===== config.mk =====
export PLATFORM = sky130hd
export DESIGN_NAME = sswt_top
export DESIGN_NICKNAME = d
export VERILOG_FILES = /design/src/rtl/sswt_edge_mem.v /design/src/rtl/sswt_top.v
export VERILOG_INCLUDE_DIRS = /design/src /design/src/rtl
export SDC_FILE = /design/constraint.sdc
export NUM_CORES = 1
export LEC_CHECK = 0
export BUFFER_PORTS_ARGS = -buffer_cell sky130_fd_sc_hd__buf_4
export CAP_MARGIN = 40
export CORE_MARGIN = 1.5
export CORE_UTILIZATION = 45
export CTS_BUF_LIST = sky130_fd_sc_hd__clkbuf_4 sky130_fd_sc_hd__clkbuf_8 sky130_fd_sc_hd__clkbuf_16
export CTS_CLUSTER_SIZE = 40
export DETAILED_ROUTE_END_ITERATION = 12
export PLACE_DENSITY = 0.7
export SYNTH_ARGS = -nofsm -noshare
export SYNTH_HDL_FRONTEND = slang
export SYNTH_SLANG_ARGS = --single-unit

===== constraint.sdc =====
create_clock -name clk_sys_in -period 3.3 [get_ports clk_sys_in]
set_input_delay 0.33 -clock clk_sys_in [delete_from_list [all_inputs] [get_ports clk_sys_in]]
set_output_delay 0.33 -clock clk_sys_in [all_outputs]
set_load 0.05 [all_outputs]

===== src/rtl/sswt_consts.vh =====
// Constants of the soft-switching waveform timer.
`ifndef SSWT_CONSTS_VH
`define SSWT_CONSTS_VH
// ****************************************************************
// Timing
// ****************************************************************
`define SSWT_CLK_PERIOD_NS 10
`define SSWT_TICK_NS 10
`define SSWT_TICK_CYC ((`SSWT_TICK_NS + `SSWT_CLK_PERIOD_NS - 1) / `SSWT_CLK_PERIOD_NS)
`define SSWT_TRIP_NS 200
`define SSWT_TRIP_CYC (`SSWT_TRIP_NS / `SSWT_CLK_PERIOD_NS)
`define SSWT_APERTURE_NS 100
`define SSWT_SEQ_STEP_NS 1000
`define SSWT_SEQ_STEP_CYC (`SSWT_SEQ_STEP_NS / `SSWT_CLK_PERIOD_NS)
// ****************************************************************
// Widths and reset values
// ****************************************************************
`define SSWT_CNT_W 28
`define SSWT_EDGE_N 12
`define SSWT_EDGE_AW 4
`define SSWT_PERIOD_RST 28'h0000063
`define SSWT_SEL_W 4
// ****************************************************************
// Edge memory slots
// ****************************************************************
`define SSWT_E_HV_RISE 4'h0
`define SSWT_E_HV_FALL 4'h1
`define SSWT_E_HC_RISE 4'h2
`define SSWT_E_HC_FALL 4'h3
`define SSWT_E_GT_RISE 4'h4
`define SSWT_E_GT_FALL 4'h5
`define SSWT_E_ON_TRIG 4'h6
`define SSWT_E_OFF_TRIG 4'h7
`define SSWT_E_TW_OPEN 4'h8
`define SSWT_E_TW_CLOSE 4'h9
`define SSWT_E_ON_APER 4'hA
`define SSWT_E_OFF_APER 4'hB
`endif


===== src/rtl/sswt_edge_mem.v =====
// Small register memory that holds the programmed edge positions.
`timescale 1ns/1ps
`default_nettype none
module sswt_edge_mem (
  input wire clk_sys_in,
  input wire rst_n_in,
  input wire wr_en_in,
  input wire [3:0] wr_addr_in,
  input wire [27:0] wr_data_in,
  output wire [12*28-1:0] edges_out
);
  reg [27:0] mem_reg [0:11];
  integer i;
  genvar g;
  // ****************************************************************
  // Storage
  // ****************************************************************
  // Writes land in one slot; unused slot addresses are ignored.
  always @(posedge clk_sys_in or negedge rst_n_in) begin
    if (!rst_n_in) begin
      for (i = 0; i < 12; i = i + 1) begin
        mem_reg[i] <= 28'h0000000;
      end
    end else if (wr_en_in && (wr_addr_in < 4'hC)) begin
      mem_reg[wr_addr_in] <= wr_data_in;
    end
  end
  // All slots are read in parallel straight from the registers.
  generate
    for (g = 0; g < 12; g = g + 1) begin : g_out
      assign edges_out[g*28 +: 28] = mem_reg[g];
    end
  endgenerate
endmodule
`default_nettype wire


===== src/rtl/sswt_top.v =====
// Waveform timing generator for the soft-switching test module.
`timescale 1ns/1ps
`default_nettype none
`include "sswt_consts.vh"
module sswt_top (
  input wire clk_sys_in,
  input wire rst_n_in,
  input wire cfg_wr_in,
  input wire [3:0] cfg_addr_in,
  input wire [27:0] cfg_data_in,
  input wire [27:0] period_len_in,
  input wire run_in,
  input wire continuous_in,
  input wire [1:0] cont_sel_in,
  input wire halt_req_in,
  input wire [27:0] halt_at_in,
  input wire resume_in,
  input wire trip_clear_in,
  input wire [3:0] trip_enable_in,
  input wire [3:0] fault_in,
  input wire supply_ovc_in,
  input wire supply_ovv_in,
  input wire supply_on_in,
  input wire [3:0] scope_sel_a_in,
  input wire [3:0] scope_sel_b_in,
  input wire [3:0] relay_sel_in,
  input wire relay_en_in,
  output reg high_voltage_ctrl_out,
  output reg high_current_ctrl_out,
  output reg gate_ctrl_out,
  output reg adc_on_trig_out,
  output reg adc_off_trig_out,
  output reg adc_on_aper_out,
  output reg adc_off_aper_out,
  output reg trip_window_out,
  output reg tripped_out,
  output reg [3:0] trip_cause_out,
  output reg halted_out,
  output reg [27:0] period_count_out,
  output reg drain_supply_en_out,
  output reg high_voltage_supply_en_out,
  output reg gate_supply_en_out,
  output reg scope_a_out,
  output reg scope_b_out,
  output reg scope_trig_out,
  output reg [15:0] relay_out
);
  // Sequencer states, one-hot.
  localparam SEQ_OFF = 4'b0001;
  localparam SEQ_GATE = 4'b0010;
  localparam SEQ_HV = 4'b0100;
  localparam SEQ_ALL = 4'b1000;
  // Cycles per supply step; only the low byte reaches the step counter.
  localparam [31:0] SEQ_STEP = `SSWT_SEQ_STEP_CYC;
  wire [12*28-1:0] edges;
  reg [3:0] fault_s1_reg;
  reg [3:0] fault_s2_reg;
  reg [2:0] sup_s1_reg;
  reg [2:0] sup_s2_reg;
  reg [27:0] count_reg;
  reg [3:0] seq_reg;
  reg [7:0] seq_cnt_reg;
  reg [27:0] count_next;
  wire tick;
  wire running;
  wire [3:0] trip_hit;
  wire stim_ok;
  // Returns the stored position of one edge slot.
  function [27:0] edge_at;
    input [12*28-1:0] e;
    input [3:0] idx;
    begin
      edge_at = e[idx*28 +: 28];
    end
  endfunction
  // Level between a rise and a fall edge, allowing wrap across zero.
  function in_window;
    input [27:0] c;
    input [27:0] r;
    input [27:0] f;
    begin
      if (r <= f) begin
        in_window = (c >= r) && (c < f);
      end else begin
        in_window = (c >= r) || (c < f);
      end
    end
  endfunction
  // Selects one of sixteen observed signals.
  function pick;
    input [15:0] v;
    input [3:0] s;
    begin
      pick = v[s];
    end
  endfunction
  // ****************************************************************
  // Edge storage
  // ****************************************************************
  // Edges are written by the host before pulsing starts.
  sswt_edge_mem u_mem (
    .clk_sys_in(clk_sys_in),
    .rst_n_in(rst_n_in),
    .wr_en_in(cfg_wr_in & ~run_in),
    .wr_addr_in(cfg_addr_in),
    .wr_data_in(cfg_data_in),
    .edges_out(edges)
  );
  // ****************************************************************
  // Input synchronisers
  // ****************************************************************
  // Fault and supply pins come from the analog side and pass two flops.
  always @(posedge clk_sys_in or negedge rst_n_in) begin
    if (!rst_n_in) begin
      fault_s1_reg <= 4'h0;
      fault_s2_reg <= 4'h0;
      sup_s1_reg <= 3'h0;
      sup_s2_reg <= 3'h0;
    end else begin
      fault_s1_reg <= fault_in;
      fault_s2_reg <= fault_s1_reg;
      sup_s1_reg <= {supply_on_in, supply_ovv_in, supply_ovc_in};
      sup_s2_reg <= sup_s1_reg;
    end
  end
  // ****************************************************************
  // Period counter
  // ****************************************************************
  // One clock is one 10 ns tick, so every cycle is a tick.
  assign tick = 1'b1;
  assign running = run_in & ~halted_out & ~tripped_out;
  // Counter wraps at the programmed period length.
  always @* begin
    count_next = count_reg;
    if (tick && running) begin
      if (count_reg >= period_len_in) begin
        count_next = 28'h0000000;
      end else begin
        count_next = count_reg + 28'h0000001;
      end
    end
    if (!run_in) begin
      count_next = 28'h0000000;
    end
  end
  // Halt freezes the counter one past the chosen value, and period_count_out at it in pulsed mode while stim_ok is high, until resumed or run_in drops.
  always @(posedge clk_sys_in or negedge rst_n_in) begin
    if (!rst_n_in) begin
      count_reg <= 28'h0000000;
      halted_out <= 1'b0;
    end else begin
      count_reg <= count_next;
      if (resume_in || !run_in) begin
        halted_out <= 1'b0;
      end else if (halt_req_in && running && count_reg == halt_at_in) begin
        halted_out <= 1'b1;
      end
    end
  end
  // ****************************************************************
  // Fault trips
  // ****************************************************************
  // A fault counts only inside the trip window and while enabled.
  assign trip_hit = fault_s2_reg & trip_enable_in & {4{trip_window_out}};
  // Latched trip; a new trip wins over a simultaneous clear.
  always @(posedge clk_sys_in or negedge rst_n_in) begin
    if (!rst_n_in) begin
      tripped_out <= 1'b0;
      trip_cause_out <= 4'h0;
    end else if (|trip_hit) begin
      tripped_out <= 1'b1;
      trip_cause_out <= trip_cause_out | trip_hit;
    end else if (trip_clear_in) begin
      tripped_out <= 1'b0;
      trip_cause_out <= 4'h0;
    end
  end
  assign stim_ok = run_in & ~tripped_out & ~(|trip_hit) & (seq_reg == SEQ_ALL);
  // ****************************************************************
  // Waveform outputs
  // ****************************************************************
  // Edges compare with the counter; in pulsed mode halt holds levels unchanged until stim_ok drops.
  always @(posedge clk_sys_in or negedge rst_n_in) begin
    if (!rst_n_in) begin
      high_voltage_ctrl_out <= 1'b0;
      high_current_ctrl_out <= 1'b0;
      gate_ctrl_out <= 1'b0;
      adc_on_trig_out <= 1'b0;
      adc_off_trig_out <= 1'b0;
      adc_on_aper_out <= 1'b0;
      adc_off_aper_out <= 1'b0;
      trip_window_out <= 1'b0;
      period_count_out <= 28'h0000000;
    end else if (!stim_ok) begin
      high_voltage_ctrl_out <= 1'b0;
      high_current_ctrl_out <= 1'b0;
      gate_ctrl_out <= 1'b0;
      adc_on_trig_out <= 1'b0;
      adc_off_trig_out <= 1'b0;
      adc_on_aper_out <= 1'b0;
      adc_off_aper_out <= 1'b0;
      trip_window_out <= run_in & ~tripped_out;
      period_count_out <= count_reg;
    end else if (continuous_in) begin
      high_voltage_ctrl_out <= (cont_sel_in == 2'h0);
      high_current_ctrl_out <= (cont_sel_in == 2'h1);
      gate_ctrl_out <= (cont_sel_in == 2'h1);
      adc_on_trig_out <= 1'b0;
      adc_off_trig_out <= 1'b0;
      adc_on_aper_out <= 1'b0;
      adc_off_aper_out <= 1'b0;
      trip_window_out <= 1'b1;
      period_count_out <= count_reg;
    end else if (!halted_out) begin
      high_voltage_ctrl_out <= in_window(count_reg, edge_at(edges, `SSWT_E_HV_RISE),
        edge_at(edges, `SSWT_E_HV_FALL));
      // High current yields to high voltage so both never overlap.
      high_current_ctrl_out <= in_window(count_reg, edge_at(edges, `SSWT_E_HC_RISE),
        edge_at(edges, `SSWT_E_HC_FALL)) & ~in_window(count_reg,
        edge_at(edges, `SSWT_E_HV_RISE), edge_at(edges, `SSWT_E_HV_FALL));
      gate_ctrl_out <= in_window(count_reg, edge_at(edges, `SSWT_E_GT_RISE),
        edge_at(edges, `SSWT_E_GT_FALL));
      adc_on_trig_out <= (count_reg == edge_at(edges, `SSWT_E_ON_TRIG));
      adc_off_trig_out <= (count_reg == edge_at(edges, `SSWT_E_OFF_TRIG));
      adc_on_aper_out <= in_window(count_reg, edge_at(edges, `SSWT_E_ON_APER),
        edge_at(edges, `SSWT_E_ON_TRIG));
      adc_off_aper_out <= in_window(count_reg, edge_at(edges, `SSWT_E_OFF_APER),
        edge_at(edges, `SSWT_E_OFF_TRIG));
      trip_window_out <= in_window(count_reg, edge_at(edges, `SSWT_E_TW_OPEN),
        edge_at(edges, `SSWT_E_TW_CLOSE));
      period_count_out <= count_reg;
    end
  end
  // ****************************************************************
  // Supply sequencing
  // ****************************************************************
  // Gate supply first, then high voltage, then drain; faults drop all.
  always @(posedge clk_sys_in or negedge rst_n_in) begin
    if (!rst_n_in) begin
      seq_reg <= SEQ_OFF;
      seq_cnt_reg <= 8'h00;
    end else if (sup_s2_reg[0] || sup_s2_reg[1] || tripped_out || !sup_s2_reg[2]) begin
      seq_reg <= SEQ_OFF;
      seq_cnt_reg <= 8'h00;
    end else if (seq_cnt_reg != 8'h00) begin
      seq_cnt_reg <= seq_cnt_reg - 8'h01;
    end else begin
      seq_cnt_reg <= SEQ_STEP[7:0];
      case (seq_reg)
        SEQ_OFF: seq_reg <= SEQ_GATE;
        SEQ_GATE: seq_reg <= SEQ_HV;
        SEQ_HV: seq_reg <= SEQ_ALL;
        SEQ_ALL: seq_reg <= SEQ_ALL;
        default: seq_reg <= SEQ_OFF;
      endcase
    end
  end
  // Supply enables follow the sequencer state.
  always @(posedge clk_sys_in or negedge rst_n_in) begin
    if (!rst_n_in) begin
      gate_supply_en_out <= 1'b0;
      high_voltage_supply_en_out <= 1'b0;
      drain_supply_en_out <= 1'b0;
    end else begin
      gate_supply_en_out <= (seq_reg != SEQ_OFF);
      high_voltage_supply_en_out <= (seq_reg == SEQ_HV) || (seq_reg == SEQ_ALL);
      drain_supply_en_out <= (seq_reg == SEQ_ALL);
    end
  end
  // ****************************************************************
  // Scope mux and relays
  // ****************************************************************
  // Two independently chosen signals plus a period-start trigger.
  always @(posedge clk_sys_in or negedge rst_n_in) begin
    if (!rst_n_in) begin
      scope_a_out <= 1'b0;
      scope_b_out <= 1'b0;
      scope_trig_out <= 1'b0;
      relay_out <= 16'h0000;
    end else begin
      scope_a_out <= pick({6'h00, halted_out, tripped_out, trip_window_out, adc_off_aper_out,
        adc_on_aper_out, adc_off_trig_out, adc_on_trig_out, gate_ctrl_out,
        high_current_ctrl_out, high_voltage_ctrl_out}, scope_sel_a_in);
      scope_b_out <= pick({6'h00, halted_out, tripped_out, trip_window_out, adc_off_aper_out,
        adc_on_aper_out, adc_off_trig_out, adc_on_trig_out, gate_ctrl_out,
        high_current_ctrl_out, high_voltage_ctrl_out}, scope_sel_b_in);
      scope_trig_out <= running & (count_reg == 28'h0000000);
      relay_out <= relay_en_in ? (16'h0001 << relay_sel_in) : 16'h0000;
    end
  end
endmodule
`default_nettype wire


==> results of run 1 <==
## layout make-up
cell class	instances	area [µm²]	share of cell area [%]
repair buffers	290	2330	6.65
flip-flops and latches	454	11400	32.4
diodes	2	5.00	0.0143
inverters	373	1400	3.99
multi-input cells	2118	17100	48.7
well taps	864	1080	3.08
clock buffers	77	1570	4.46
clock inverters	13	249	0.709
## per-stage QoR
| step | hold slack (ns) | utilization, % | setup WS [ns] |
|---|---|---|---|
| floorplan | 0.0344 | - | 0.677 |
| global placement | 0.333 | 50.0 | -0.194 |
| detailed placement | 0.335 | 50.0 | -0.151 |
| CTS | 0.0284 | 53.1 | 0.0396 |
| global route | 0.0409 | 53.1 | 0.0610 |
| finish | 0.0494 | 53.1 | 0.202 |
## metal layers
metal | track usage [%] | vias to the layer above
li1 | - | 11300
met1 | 30.6 | 11000
met2 | 38.9 | 520
met3 | 2.77 | 169
met4 | 9.32 | 0
met5 | 0 | -
## worst max path at each step
| stage | start | to | slack [ns] | cells after the start |
|---|---|---|---|---|
| floorplan | count_reg[0] | adc_on_aper_out | 0.68 | 11 |
| global placement | count_reg[21] | adc_off_trig_out | -0.19 | 8 |
| detailed placement | count_reg[21] | adc_off_trig_out | -0.15 | 8 |
| CTS | count_reg[13] | trip_window_out | 0.04 | 9 |
| global route | count_reg[1] | trip_window_out | 0.06 | 9 |
| finish | count_reg[13] | trip_window_out | 0.20 | 9 |
## where the power goes
group / switching (mW) / total (mW) / internal, mW
combinational: 3.01 / 5.40 / 2.39
sequential: 0.586 / 7.05 / 6.47
clock: 2.34 / 6.14 / 3.80
total: 5.94 / 18.6 / 12.7
## cell usage in the layout (no fill, tap or decap), types with 8 or more instances in the layout
cell | synthesis | routed
sky130_fd_sc_hd__or3_1 | 13 | 13
sky130_fd_sc_hd__nor4_1 | 21 | 18
sky130_fd_sc_hd__nand2_1 | 280 | 280
sky130_fd_sc_hd__o21ai_0 | 170 | 170
sky130_fd_sc_hd__and3_1 | 19 | 17
sky130_fd_sc_hd__and4_1 | 10 | 10
sky130_fd_sc_hd__xnor2_1 | 24 | 24
sky130_fd_sc_hd__nand2b_1 | 19 | 19
sky130_fd_sc_hd__a221oi_1 | 12 | 12
sky130_fd_sc_hd__a2111oi_0 | 13 | 12
sky130_fd_sc_hd__a21o_1 | 73 | 73
sky130_fd_sc_hd__o211ai_1 | 19 | 19
sky130_fd_sc_hd__nor2b_1 | 18 | 18
sky130_fd_sc_hd__clkbuf_16 | 0 | 51
sky130_fd_sc_hd__nor3_1 | 33 | 33
sky130_fd_sc_hd__inv_1 | 372 | 372
sky130_fd_sc_hd__nand3_1 | 41 | 41
sky130_fd_sc_hd__o31ai_1 | 10 | 10
sky130_fd_sc_hd__nor2_1 | 113 | 112
sky130_fd_sc_hd__clkbuf_4 | 0 | 11
sky130_fd_sc_hd__o21ai_1 | 11 | 11
sky130_fd_sc_hd__xor2_1 | 12 | 12
sky130_fd_sc_hd__ha_1 | 532 | 532
sky130_fd_sc_hd__dfrtp_1 | 453 | 453
sky130_fd_sc_hd__buf_12 | 0 | 8
sky130_fd_sc_hd__buf_4 | 2 | 261
sky130_fd_sc_hd__mux2_2 | 254 | 254
sky130_fd_sc_hd__clkbuf_8 | 0 | 15
sky130_fd_sc_hd__nand4_1 | 79 | 79
sky130_fd_sc_hd__a211oi_1 | 32 | 32
sky130_fd_sc_hd__a31oi_1 | 27 | 27
sky130_fd_sc_hd__dlygate4sd3_1 | 0 | 20
sky130_fd_sc_hd__o21a_1 | 9 | 9
sky130_fd_sc_hd__a21oi_1 | 160 | 160
## repair_timing
| action | 4_1_cts | 5_1_grt |
|---|---|---|
| resized for setup | 1 | 2 |
| setup buffers | 0 | 0 |
| hold buffers | 20 | 0 |
| endpoints found under the hold margin | 91 | 0 |
| setup endpoints to repair | 1 | 2 |
## critical path, cell delays in order (launching register included)
cell,delay [ns]
sky130_fd_sc_hd__dfrtp_1,0.67
sky130_fd_sc_hd__ha_1,0.35
sky130_fd_sc_hd__a211oi_1,0.24
sky130_fd_sc_hd__o21ai_0,0.13
sky130_fd_sc_hd__o211ai_1,0.10
sky130_fd_sc_hd__a21oi_1,0.14
sky130_fd_sc_hd__a2111oi_1,0.58
sky130_fd_sc_hd__o21ai_0,0.25
sky130_fd_sc_hd__maj3_1,0.40
sky130_fd_sc_hd__a31oi_1,0.16
## logic make-up (layout without fill, tap and decap cells)
family	after synthesis	after routing	synth area share, %
fa+ha+maj	534	534	22.1
compound gates	610	610	12.7
mux	264	264	9.96
flops	454	454	37.6
buf+inv	471	753	5.95
xor+xnor	36	36	1.04
other cells	0	2	0
simple gates	674	674	10.7
==> results.cfg, run 1 <==
[outcome]
run_status = complete, no violations

[route]
post_drt_wl_per_cell_um = 19.0
top_layer_in_use = met4
initialDrtViolationCount = 1451
vias = 23000
met1Wirelength_um = 35600
dr.pass1.iters = 5
ant_nets = 0
route.met2.wl_um = 37400
dr_wl_met3_um = 3300
drc = 0
finalWirelength_um = 79500
via_per_inst = 5.50

[global_routing]
number_of_global_route_vias_before_repair = 23300
grt_pass1_wl_um = 129000
gr-total-overflow = 0
grt_start_max_net_pins = 79
antenna_found_initial = 2
global_route.usage.total_pct = 23.2

[die]
initial_utilization_pct = 45.7
std_cell_rows = 94
die_h_um = 262
io-pin-count = 186
core_area_um2 = 66100
floorplan_die_area_um2 = 68800
horizontal_die_dimension_um = 262

[worst_setup_path]
r2r_end = trip_window_out
critPathLaunchType = flop
timing.reg2reg.worst_path_depth = 9
critPathKind = reg2reg
worstSetupEndpointType = flop
crit_required_ns = 3.82
worstReg2RegStart = count_reg[13]
path_max_fanout = 9
data_arrival_time_at_the_worst_slack_endpoint_ns = 3.61
worst-r2r-setup-slack_ns = 0.20

[synthesis]
synthesis.area_um2 = 30200
synthCells = 3043
synth.largest_area_cell = sky130_fd_sc_hd__dfrtp_1
number_of_synthesized_flops_with_an_enable_pin = 0
netlist_top_cells_area = sky130_fd_sc_hd__dfrtp_1 (37%), sky130_fd_sc_hd__ha_1 (22%), sky130_fd_sc_hd__mux2_2 (9.5%)
syn-mean-instance-area_um2 = 9.94
yosysWarningCount = 0
synth_most_common_cell = sky130_fd_sc_hd__ha_1
top_area_cell_type_share_of_the_netlist_area_pct = 37.5
synth.net_count = 3697
synth.distinct_cells = 80
synth_top_cells_by_count = sky130_fd_sc_hd__ha_1 (532), sky130_fd_sc_hd__dfrtp_1 (453), sky130_fd_sc_hd__inv_1 (372)
async_reset_ff_share_pct = 100
yosys_most_used_dff = sky130_fd_sc_hd__dfrtp_1
fraction_of_the_yosys_area_taken_by_sequential_cells_pct = 37.6
ys_ff_latch = 454

[place]
detailedPlacementHpwl_um = 61800
finalWeightedCongestion = 0.923
post-place-cells = 4079
placedInstanceArea_um2 = 33100
count_of_buffers_from_port_buffering = 185

[hold_path]
worst_hold_path_type = in2reg
min_path_cells = 3
hold_start = scope_sel_a_in[3]
hold_end = scope_a_out

[clocking]
cts_inserted_buffers = 51
root_buffer = sky130_fd_sc_hd__clkbuf_16
ctsHtreeMaxLevel = 2
tritoncts_clock_tree = yes
clkTransAtPathRegs_ns = 0.06
clock_insertion_delay_worst_skew_ns = 0.60
clkSinkCount = 454
max-clock-path-buffers = 3

[timing]
slew_headroom_pct = 47.1
timing.final.crit_period_ns = 3.10
final.setup_skew_ns = 0.0171
period_share_pct = 93.9
worst_pin_slew_ns = 0.788
timing_max_transition_violations_final = 0
final_hold_violation_count = 0
fmax_mhz = 323
setup_repair_after_global_routing_missed_its_margin = no
finalSetupTns_ns = 0
final-setup-viol-count = 0

[power_and_ir_drop]
leakagePower_nw = 18.2
power_density_nw_per_um2 = 530
fin_total_pwr_mw = 18.6
worst_ir_drop_vdd_mv = 0.370

[layout]
largest_register_ffs = 336
final_cells = 4191
fillCellCount = 5855
postLayoutCellArea_um2 = 35100
finish.net_count = 3942
area_growth_syn_to_layout_pct = 16.1
drive_above_1_share_pct = 19.3

[run]
max_cap_viol_count = 0
(Power assumes the default switching activity.)
==> inputs of run 2 (changes only) <==
Settings changed: ABC_CLOCK_PERIOD_IN_PS set to 2600, PLACE_DENSITY 0.7 to 0.72.
Clock period 3.3 ns to 2.6 ns, I/O delays scaled along.
==> run 2 against run 1 <==
Net effect:
- the run now ends with setup timing left
- utilization up 4.1 points
- cell count up 4.2%
- hold slack worse by 0.032 ns
- sequential power up 27%
- non-clock buffer count increased by 174
- total power up 32%
- largest power group unchanged
==> results.cfg, run 2 (synthesized netlist as in run 1, its figures left out) <==
[timing]
hold_ws_ns = 0.0171
period_share_pct = 105
final.setup_skew_ns = 0.0136
timing.final.crit_period_ns = 2.74
worst_pin_slew_ns = 0.730
slew_headroom_pct = 50.9
finalSetupTns_ns = -1.40
final_critical_path_setup_slack_ns = -0.141
final-setup-viol-count = 22
setup_repair_after_global_routing_missed_its_margin = yes
final_hold_violation_count = 0
fmax_mhz = 365
timing_max_transition_violations_final = 0

[clocking]
ctsHtreeMaxLevel = 2
clock_insertion_delay_worst_skew_ns = 0.61
clkSinkCount = 454
max-clock-path-buffers = 3
root_buffer = sky130_fd_sc_hd__clkbuf_16
tritoncts_clock_tree = yes
cts_inserted_buffers = 52
clkTransAtPathRegs_ns = 0.07

[layout]
final_cells = 4368
layout.cells.most_common = sky130_fd_sc_hd__ha_1
postLayoutCellArea_um2 = 37800
finish.net_count = 4117
layout.cells.most_common_list = sky130_fd_sc_hd__ha_1 (503), sky130_fd_sc_hd__dfrtp_1 (434), sky130_fd_sc_hd__inv_1 (371), sky130_fd_sc_hd__buf_4 (354), sky130_fd_sc_hd__nand2_1 (279)
largest_register_ffs = 336
area_growth_syn_to_layout_pct = 25.0
drive_above_1_share_pct = 26.5
post_layout_utilization_of_the_core_pct = 57.2

[route]
initialDrtViolationCount = 1572
drc = 0
finalWirelength_um = 86700
dr.pass1.iters = 5
via_per_inst = 5.60
vias = 24500
ant_nets = 0
post_drt_wl_per_cell_um = 19.9

[global_routing]
number_of_global_route_vias_before_repair = 24300
grt_start_max_net_pins = 70
gr-total-overflow = 0
antenna_found_initial = 1
global_route.usage.total_pct = 24.6
grt_pass1_wl_um = 135000

[place]
detailedPlacementHpwl_um = 65700
dp_slack_ns = -0.366
finalWeightedCongestion = 0.907
count_of_buffers_from_port_buffering = 185
placedInstanceArea_um2 = 34000
post-place-cells = 4185

[power_and_ir_drop]
fin_total_pwr_mw = 24.5
power_density_nw_per_um2 = 649
proportion_of_power_drawn_by_the_clock_network_pct = 32.2
p_seq_share_pct = 36.4
leakagePower_nw = 19.2
portion_of_total_power_attributed_to_combinational_logic_pct = 31.4
switching_share_of_power_pct = 33.1
worst_ir_drop_vdd_mv = 0.578
power_switching_mw = 8.11
cellInternalPower_mw = 16.4

[worst_setup_path]
worst-r2r-setup-slack_ns = -0.14
data_arrival_time_at_the_worst_slack_endpoint_ns = 3.23
critPathMaxStageDelay_ns = 0.41
worstReg2RegStart = count_reg[22]
critPathLaunchType = flop
path_max_fanout = 6
critPathKind = reg2reg
worstSetupEndpointType = flop
crit_required_ns = 3.09
timing.critical_path.slowest_stage_cell = sky130_fd_sc_hd__dfrtp_1
r2r_end = count_reg[27]
critical_path_cell_list = buf_12 > ha_4 > nand4_1 > buf_4 > nor2_4 > nand4_1 > a2111oi_4 > nor2_4 > buf_12 > buf_6 > o311a_1 > a221o_1
timing.reg2reg.worst_path_depth = 12

[die]
core_area_um2 = 66100
horizontal_die_dimension_um = 262
std_cell_rows = 94
floorplan_die_area_um2 = 68800
initial_utilization_pct = 45.7
io-pin-count = 186
die_h_um = 262

[hold_path]
hold_end = u_mem.edges_out[219]
hold_start = cfg_data_in[23]
min_path_cells = 3
worst_hold_path_type = in2reg

[run]
max_cap_viol_count = 0

[outcome]
failed_checks = setup timing
run_status = finished, violations left
run 2: changes by cell type in the layout (fill, tap and decap cells not counted), sizes merged:
cell	before	now
dlygate4sd3	20	51
clkinvlp	2	8
buf	270	411
clkbuf	77	68
clkinv	3	12
diode	2	1
run 2: how the worst max path moves through the flow:
stage               depth (start not counted)               endpoint     startpoint
floorplan                                   9  high_voltage_ctrl_out  count_reg[18]
global placement                           10           count_reg[2]  count_reg[13]
detailed placement                         12           count_reg[2]  count_reg[13]
CTS                                        12           count_reg[2]  count_reg[22]
global route                               12           count_reg[6]  count_reg[22]
finish                                     12          count_reg[27]  count_reg[22]
run 2: cell type report:
class	instances	area (µm²)
fill	5585	28300
multi-input combinational	2118	18000
clock buffer	66	1490
clock inverter	28	340
sequential	454	11400
timing repair buffer	464	4100
inverter	373	1400
tap	864	1080
antenna	1	2.50
run 2: power by group through the flow:
| stage | Sequential, mW | Clock (mW) | Combinational [mW] |
|---|---|---|---|
| finish | 8.93 | 7.91 | 7.69 |
| global route | 9.07 | 8.31 | 8.65 |
| CTS | 8.91 | 8.01 | 7.30 |
| detailed placement | 9.02 | 0 | 7.03 |
| global placement | 8.98 | 0 | 6.81 |
| floorplan | 8.96 | 0 | 4.70 |
run 2: metal layers:
layer / vias to the layer above / global-route usage (%) / wire length (µm)
met5: - / 0 / 0
met4: 0 / 9.84 / 3530
met3: 182 / 2.78 / 3470
li1: 11700 / - / -
met1: 12000 / 31.7 / 37400
met2: 590 / 42.2 / 42300
run 2: timing repair:
action                                  in CTS  in global routing
resized for setup                           69                142
pin swaps                                   30                 80
endpoints found under the setup margin      28                 31
buffers inserted                             6                 29
hold buffers                                51                  0
hold endpoints to repair                   129                  0
gates cloned                                 0                  3
run 2: worst max-delay path, delay by kind of cell, from the launching register on:
| kind | cells | cell delay (ns) |
|---|---|---|
| AOI/OAI and AO/OA | 3 | 0.73 |
| and+or+nand+nor | 4 | 0.58 |
| DFF | 1 | 0.41 |
| buffers and inverters | 4 | 0.61 |
| adders and majority gates | 1 | 0.26 |
==> inputs of run 3 (changes only) <==
Settings changed: SYNTH_HIERARCHICAL set to 1.
==> run 3 against run 2 <==
Net effect:
- highest routed layer is now met5
- the flow still finishes with violations (setup timing)
- flip-flop and latch count unchanged
- critical endpoint is now count_reg[26]
- total power up 6.1%
- largest power group is now combinational cells
- critical path depth is the same
==> results.cfg, run 3 <==
[worst_setup_path]
worst-r2r-setup-slack_ns = -0.13
critPathTopFamily = simple AND/OR/NAND/NOR gates
critPathMaxStageDelay_ns = 0.40
critPathCapture = count_reg[26]
worstReg2RegStart = count_reg[0]
timing.reg2reg.worst_path_depth = 12
worst_path_most_repeated_cell = sky130_fd_sc_hd__and3_1
crit_required_ns = 3.11
launch_point_of_the_critical_path = count_reg[0]
critical_path_cell_list = buf_6 > ha_1 > and3_2 > nand2_1 > nor3_1 > buf_4 > and3_1 > and3_1 > and3_1 > nand3_1 > or3_1 > o21ai_1
timing.critical_path.slowest_stage_cell = sky130_fd_sc_hd__dfrtp_1
worstSetupPathDepth = 12
path_max_fanout = 9
r2r_end = count_reg[26]
data_arrival_time_at_the_worst_slack_endpoint_ns = 3.24
critPathKind = reg2reg
critPathBufInv = 2
critPathLaunchType = flop
worstSetupEndpointType = flop

[place]
detailedPlacementHpwl_um = 65900
dp_slack_ns = -0.280
finalWeightedCongestion = 0.946
count_of_buffers_from_port_buffering = 185
placedInstanceArea_um2 = 35000

[synthesis]
synth.distinct_cells = 78
async_reset_ff_share_pct = 100
netlist_top_cells_area = sky130_fd_sc_hd__dfrtp_1 (37%), sky130_fd_sc_hd__ha_1 (22%), sky130_fd_sc_hd__mux2_2 (13%)
synth_top_cells_by_count = sky130_fd_sc_hd__ha_1 (532), sky130_fd_sc_hd__dfrtp_1 (453), sky130_fd_sc_hd__inv_1 (380)
synth.largest_area_cell = sky130_fd_sc_hd__dfrtp_1
yosys_most_used_dff = sky130_fd_sc_hd__dfrtp_1
fraction_of_the_yosys_area_taken_by_sequential_cells_pct = 37.3
ys_ff_latch = 454
synthesis.area_um2 = 30400
syn-mean-instance-area_um2 = 10.5
top_area_cell_type_share_of_the_netlist_area_pct = 37.3
synthCells = 2899
synth.net_count = 3553
number_of_synthesized_flops_with_an_enable_pin = 0
synth_most_common_cell = sky130_fd_sc_hd__ha_1
yosysWarningCount = 6

[clocking]
root_buffer = sky130_fd_sc_hd__clkbuf_16
tritoncts_clock_tree = yes
ctsHtreeMaxLevel = 2
clkTransAtPathRegs_ns = 0.06
clock_insertion_delay_worst_skew_ns = 0.60
clkSinkCount = 454
max-clock-path-buffers = 3
cts_inserted_buffers = 50

[timing]
hold_ws_ns = 0.0221
final-setup-viol-count = 19
setup_repair_after_global_routing_missed_its_margin = yes
slew_headroom_pct = 31.0
final.setup_skew_ns = 0.0159
timing.final.crit_period_ns = 2.73
timing_max_transition_violations_final = 0
period_share_pct = 105
final_critical_path_setup_slack_ns = -0.131
worst_pin_slew_ns = 1.03
final_hold_violation_count = 0
fmax_mhz = 366

[power_and_ir_drop]
worst_ir_drop_vdd_mv = 0.594
fin_total_pwr_mw = 26.0
power_density_nw_per_um2 = 669
leakagePower_nw = 19.8

[outcome]
run_status = finished, violations left
failed_checks = setup timing

[die]
std_cell_rows = 95
initial_utilization_pct = 45.4
core_area_um2 = 67000
die_h_um = 263
io-pin-count = 186
floorplan_die_area_um2 = 69200
horizontal_die_dimension_um = 263

[hold_path]
worst_hold_path_type = in2reg

[run]
max_cap_viol_count = 0

[layout]
drive_above_1_share_pct = 34.4
finish.net_count = 4056
layout.cells.most_common_list = sky130_fd_sc_hd__ha_1 (491), sky130_fd_sc_hd__buf_4 (438), sky130_fd_sc_hd__dfrtp_1 (434), sky130_fd_sc_hd__inv_1 (372), sky130_fd_sc_hd__mux2_2 (355)
area_growth_syn_to_layout_pct = 27.9
largest_register_ffs = 336
fillCellCount = 5379
layout.cells.most_common = sky130_fd_sc_hd__ha_1
postLayoutCellArea_um2 = 38900
num_antenna_cells = 0

[global_routing]
number_of_global_route_vias_before_repair = 24700
grt_start_max_net_pins = 91
antenna_found_initial = 3
grt_pass1_wl_um = 138000
gr-total-overflow = 0
global_route.usage.total_pct = 25.2

[route]
via_per_inst = 5.70
initialDrtViolationCount = 1641
drc = 0
dr.pass1.iters = 6
finalWirelength_um = 90900
ant_nets = 0
vias = 24600
post_drt_wl_per_cell_um = 21.1
[run 3: cell types whose count changed after synthesis, sizes merged, moves of 10 or more]
| cell | delta |
|---|---|
| clkbuf | -38 |
| a21o | +52 |
| mux2 | +102 |
| nor2 | -10 |
| nand2 | -170 |
| o21ai | -63 |
| nand4 | +10 |
| a31oi | -20 |
| buf | +21 |
[run 3: worst min-delay path by stage]
stage                       start                          to  slack, ns  cells past startpoint
floorplan                rst_n_in            adc_off_aper_out      -0.04                      0
global placement         rst_n_in  high_voltage_supply_en_out       0.18                      1
detailed placement       rst_n_in          gate_supply_en_out       0.18                      1
CTS                 continuous_in               gate_ctrl_out       0.01                      3
global route        continuous_in       high_voltage_ctrl_out       0.02                      4
finish              continuous_in               gate_ctrl_out       0.02                      3
[run 3: cells by family (layout without fill, tap and decap cells)]
family	count (synthesis)	count (layout)	synth area share (%)
compound gates	539	539	11.3
fa+ha+maj	535	535	22.0
simple gates	509	509	8.84
buf+inv	461	1002	5.90
flops	454	454	37.3
mux	368	368	13.7
xor+xnor	33	33	0.950
[run 3: power by group]
group / internal (mW) / switching, mW
Clock: 4.83 / 3.05
Combinational: 4.25 / 4.93
Sequential: 8.18 / 0.776
[run 3: stage by stage]
step | cells | TNS (ns) | utilization [%]
final | 4313 | -0.713 | 58.0
after detailed placement | 4147 | -6.92 | 52.2
after CTS | 4277 | -0.104 | 56.2
after global routing | 4313 | -2.68 | 58.0
after floorplan | 2899 | -0.185 | -
after global placement | 4147 | -5.23 | 52.2
[run 3: worst min-delay path, stage by stage]
cell	delay, ns
sky130_fd_sc_hd__buf_4	0.15
sky130_fd_sc_hd__a21oi_1	0.06
sky130_fd_sc_hd__o21ai_1	0.11
[run 3: layout make-up]
class | count | area (µm²) | share of cell area (%)
Sequential cell | 454 | 11400 | 29.3
Tap cell | 873 | 1090 | 2.81
Clock buffer | 70 | 1510 | 3.88
Timing Repair Buffer | 532 | 4620 | 11.9
Multi-Input combinational cell | 1984 | 18600 | 47.7
Inverter | 380 | 1430 | 3.67
Clock inverter | 20 | 305 | 0.785
[run 3: timing repair]
action	4_1_cts	5_1_grt
pin swaps	63	107
gates cloned	0	2
buffers inserted	14	37
gates resized for setup	114	201
endpoints found under the setup margin	34	34
hold buffers	27	0
hold endpoints to repair	190	0
[run 3: per-layer routing]
layer | track usage, % | vias up | share of wire, %
li1 | - | 11400 | -
met1 | 34.0 | 12200 | 43
met2 | 40.1 | 793 | 46
met3 | 5.21 | 178 | 7.2
met4 | 8.61 | 8 | 3.2
met5 | 0 | - | 0.15
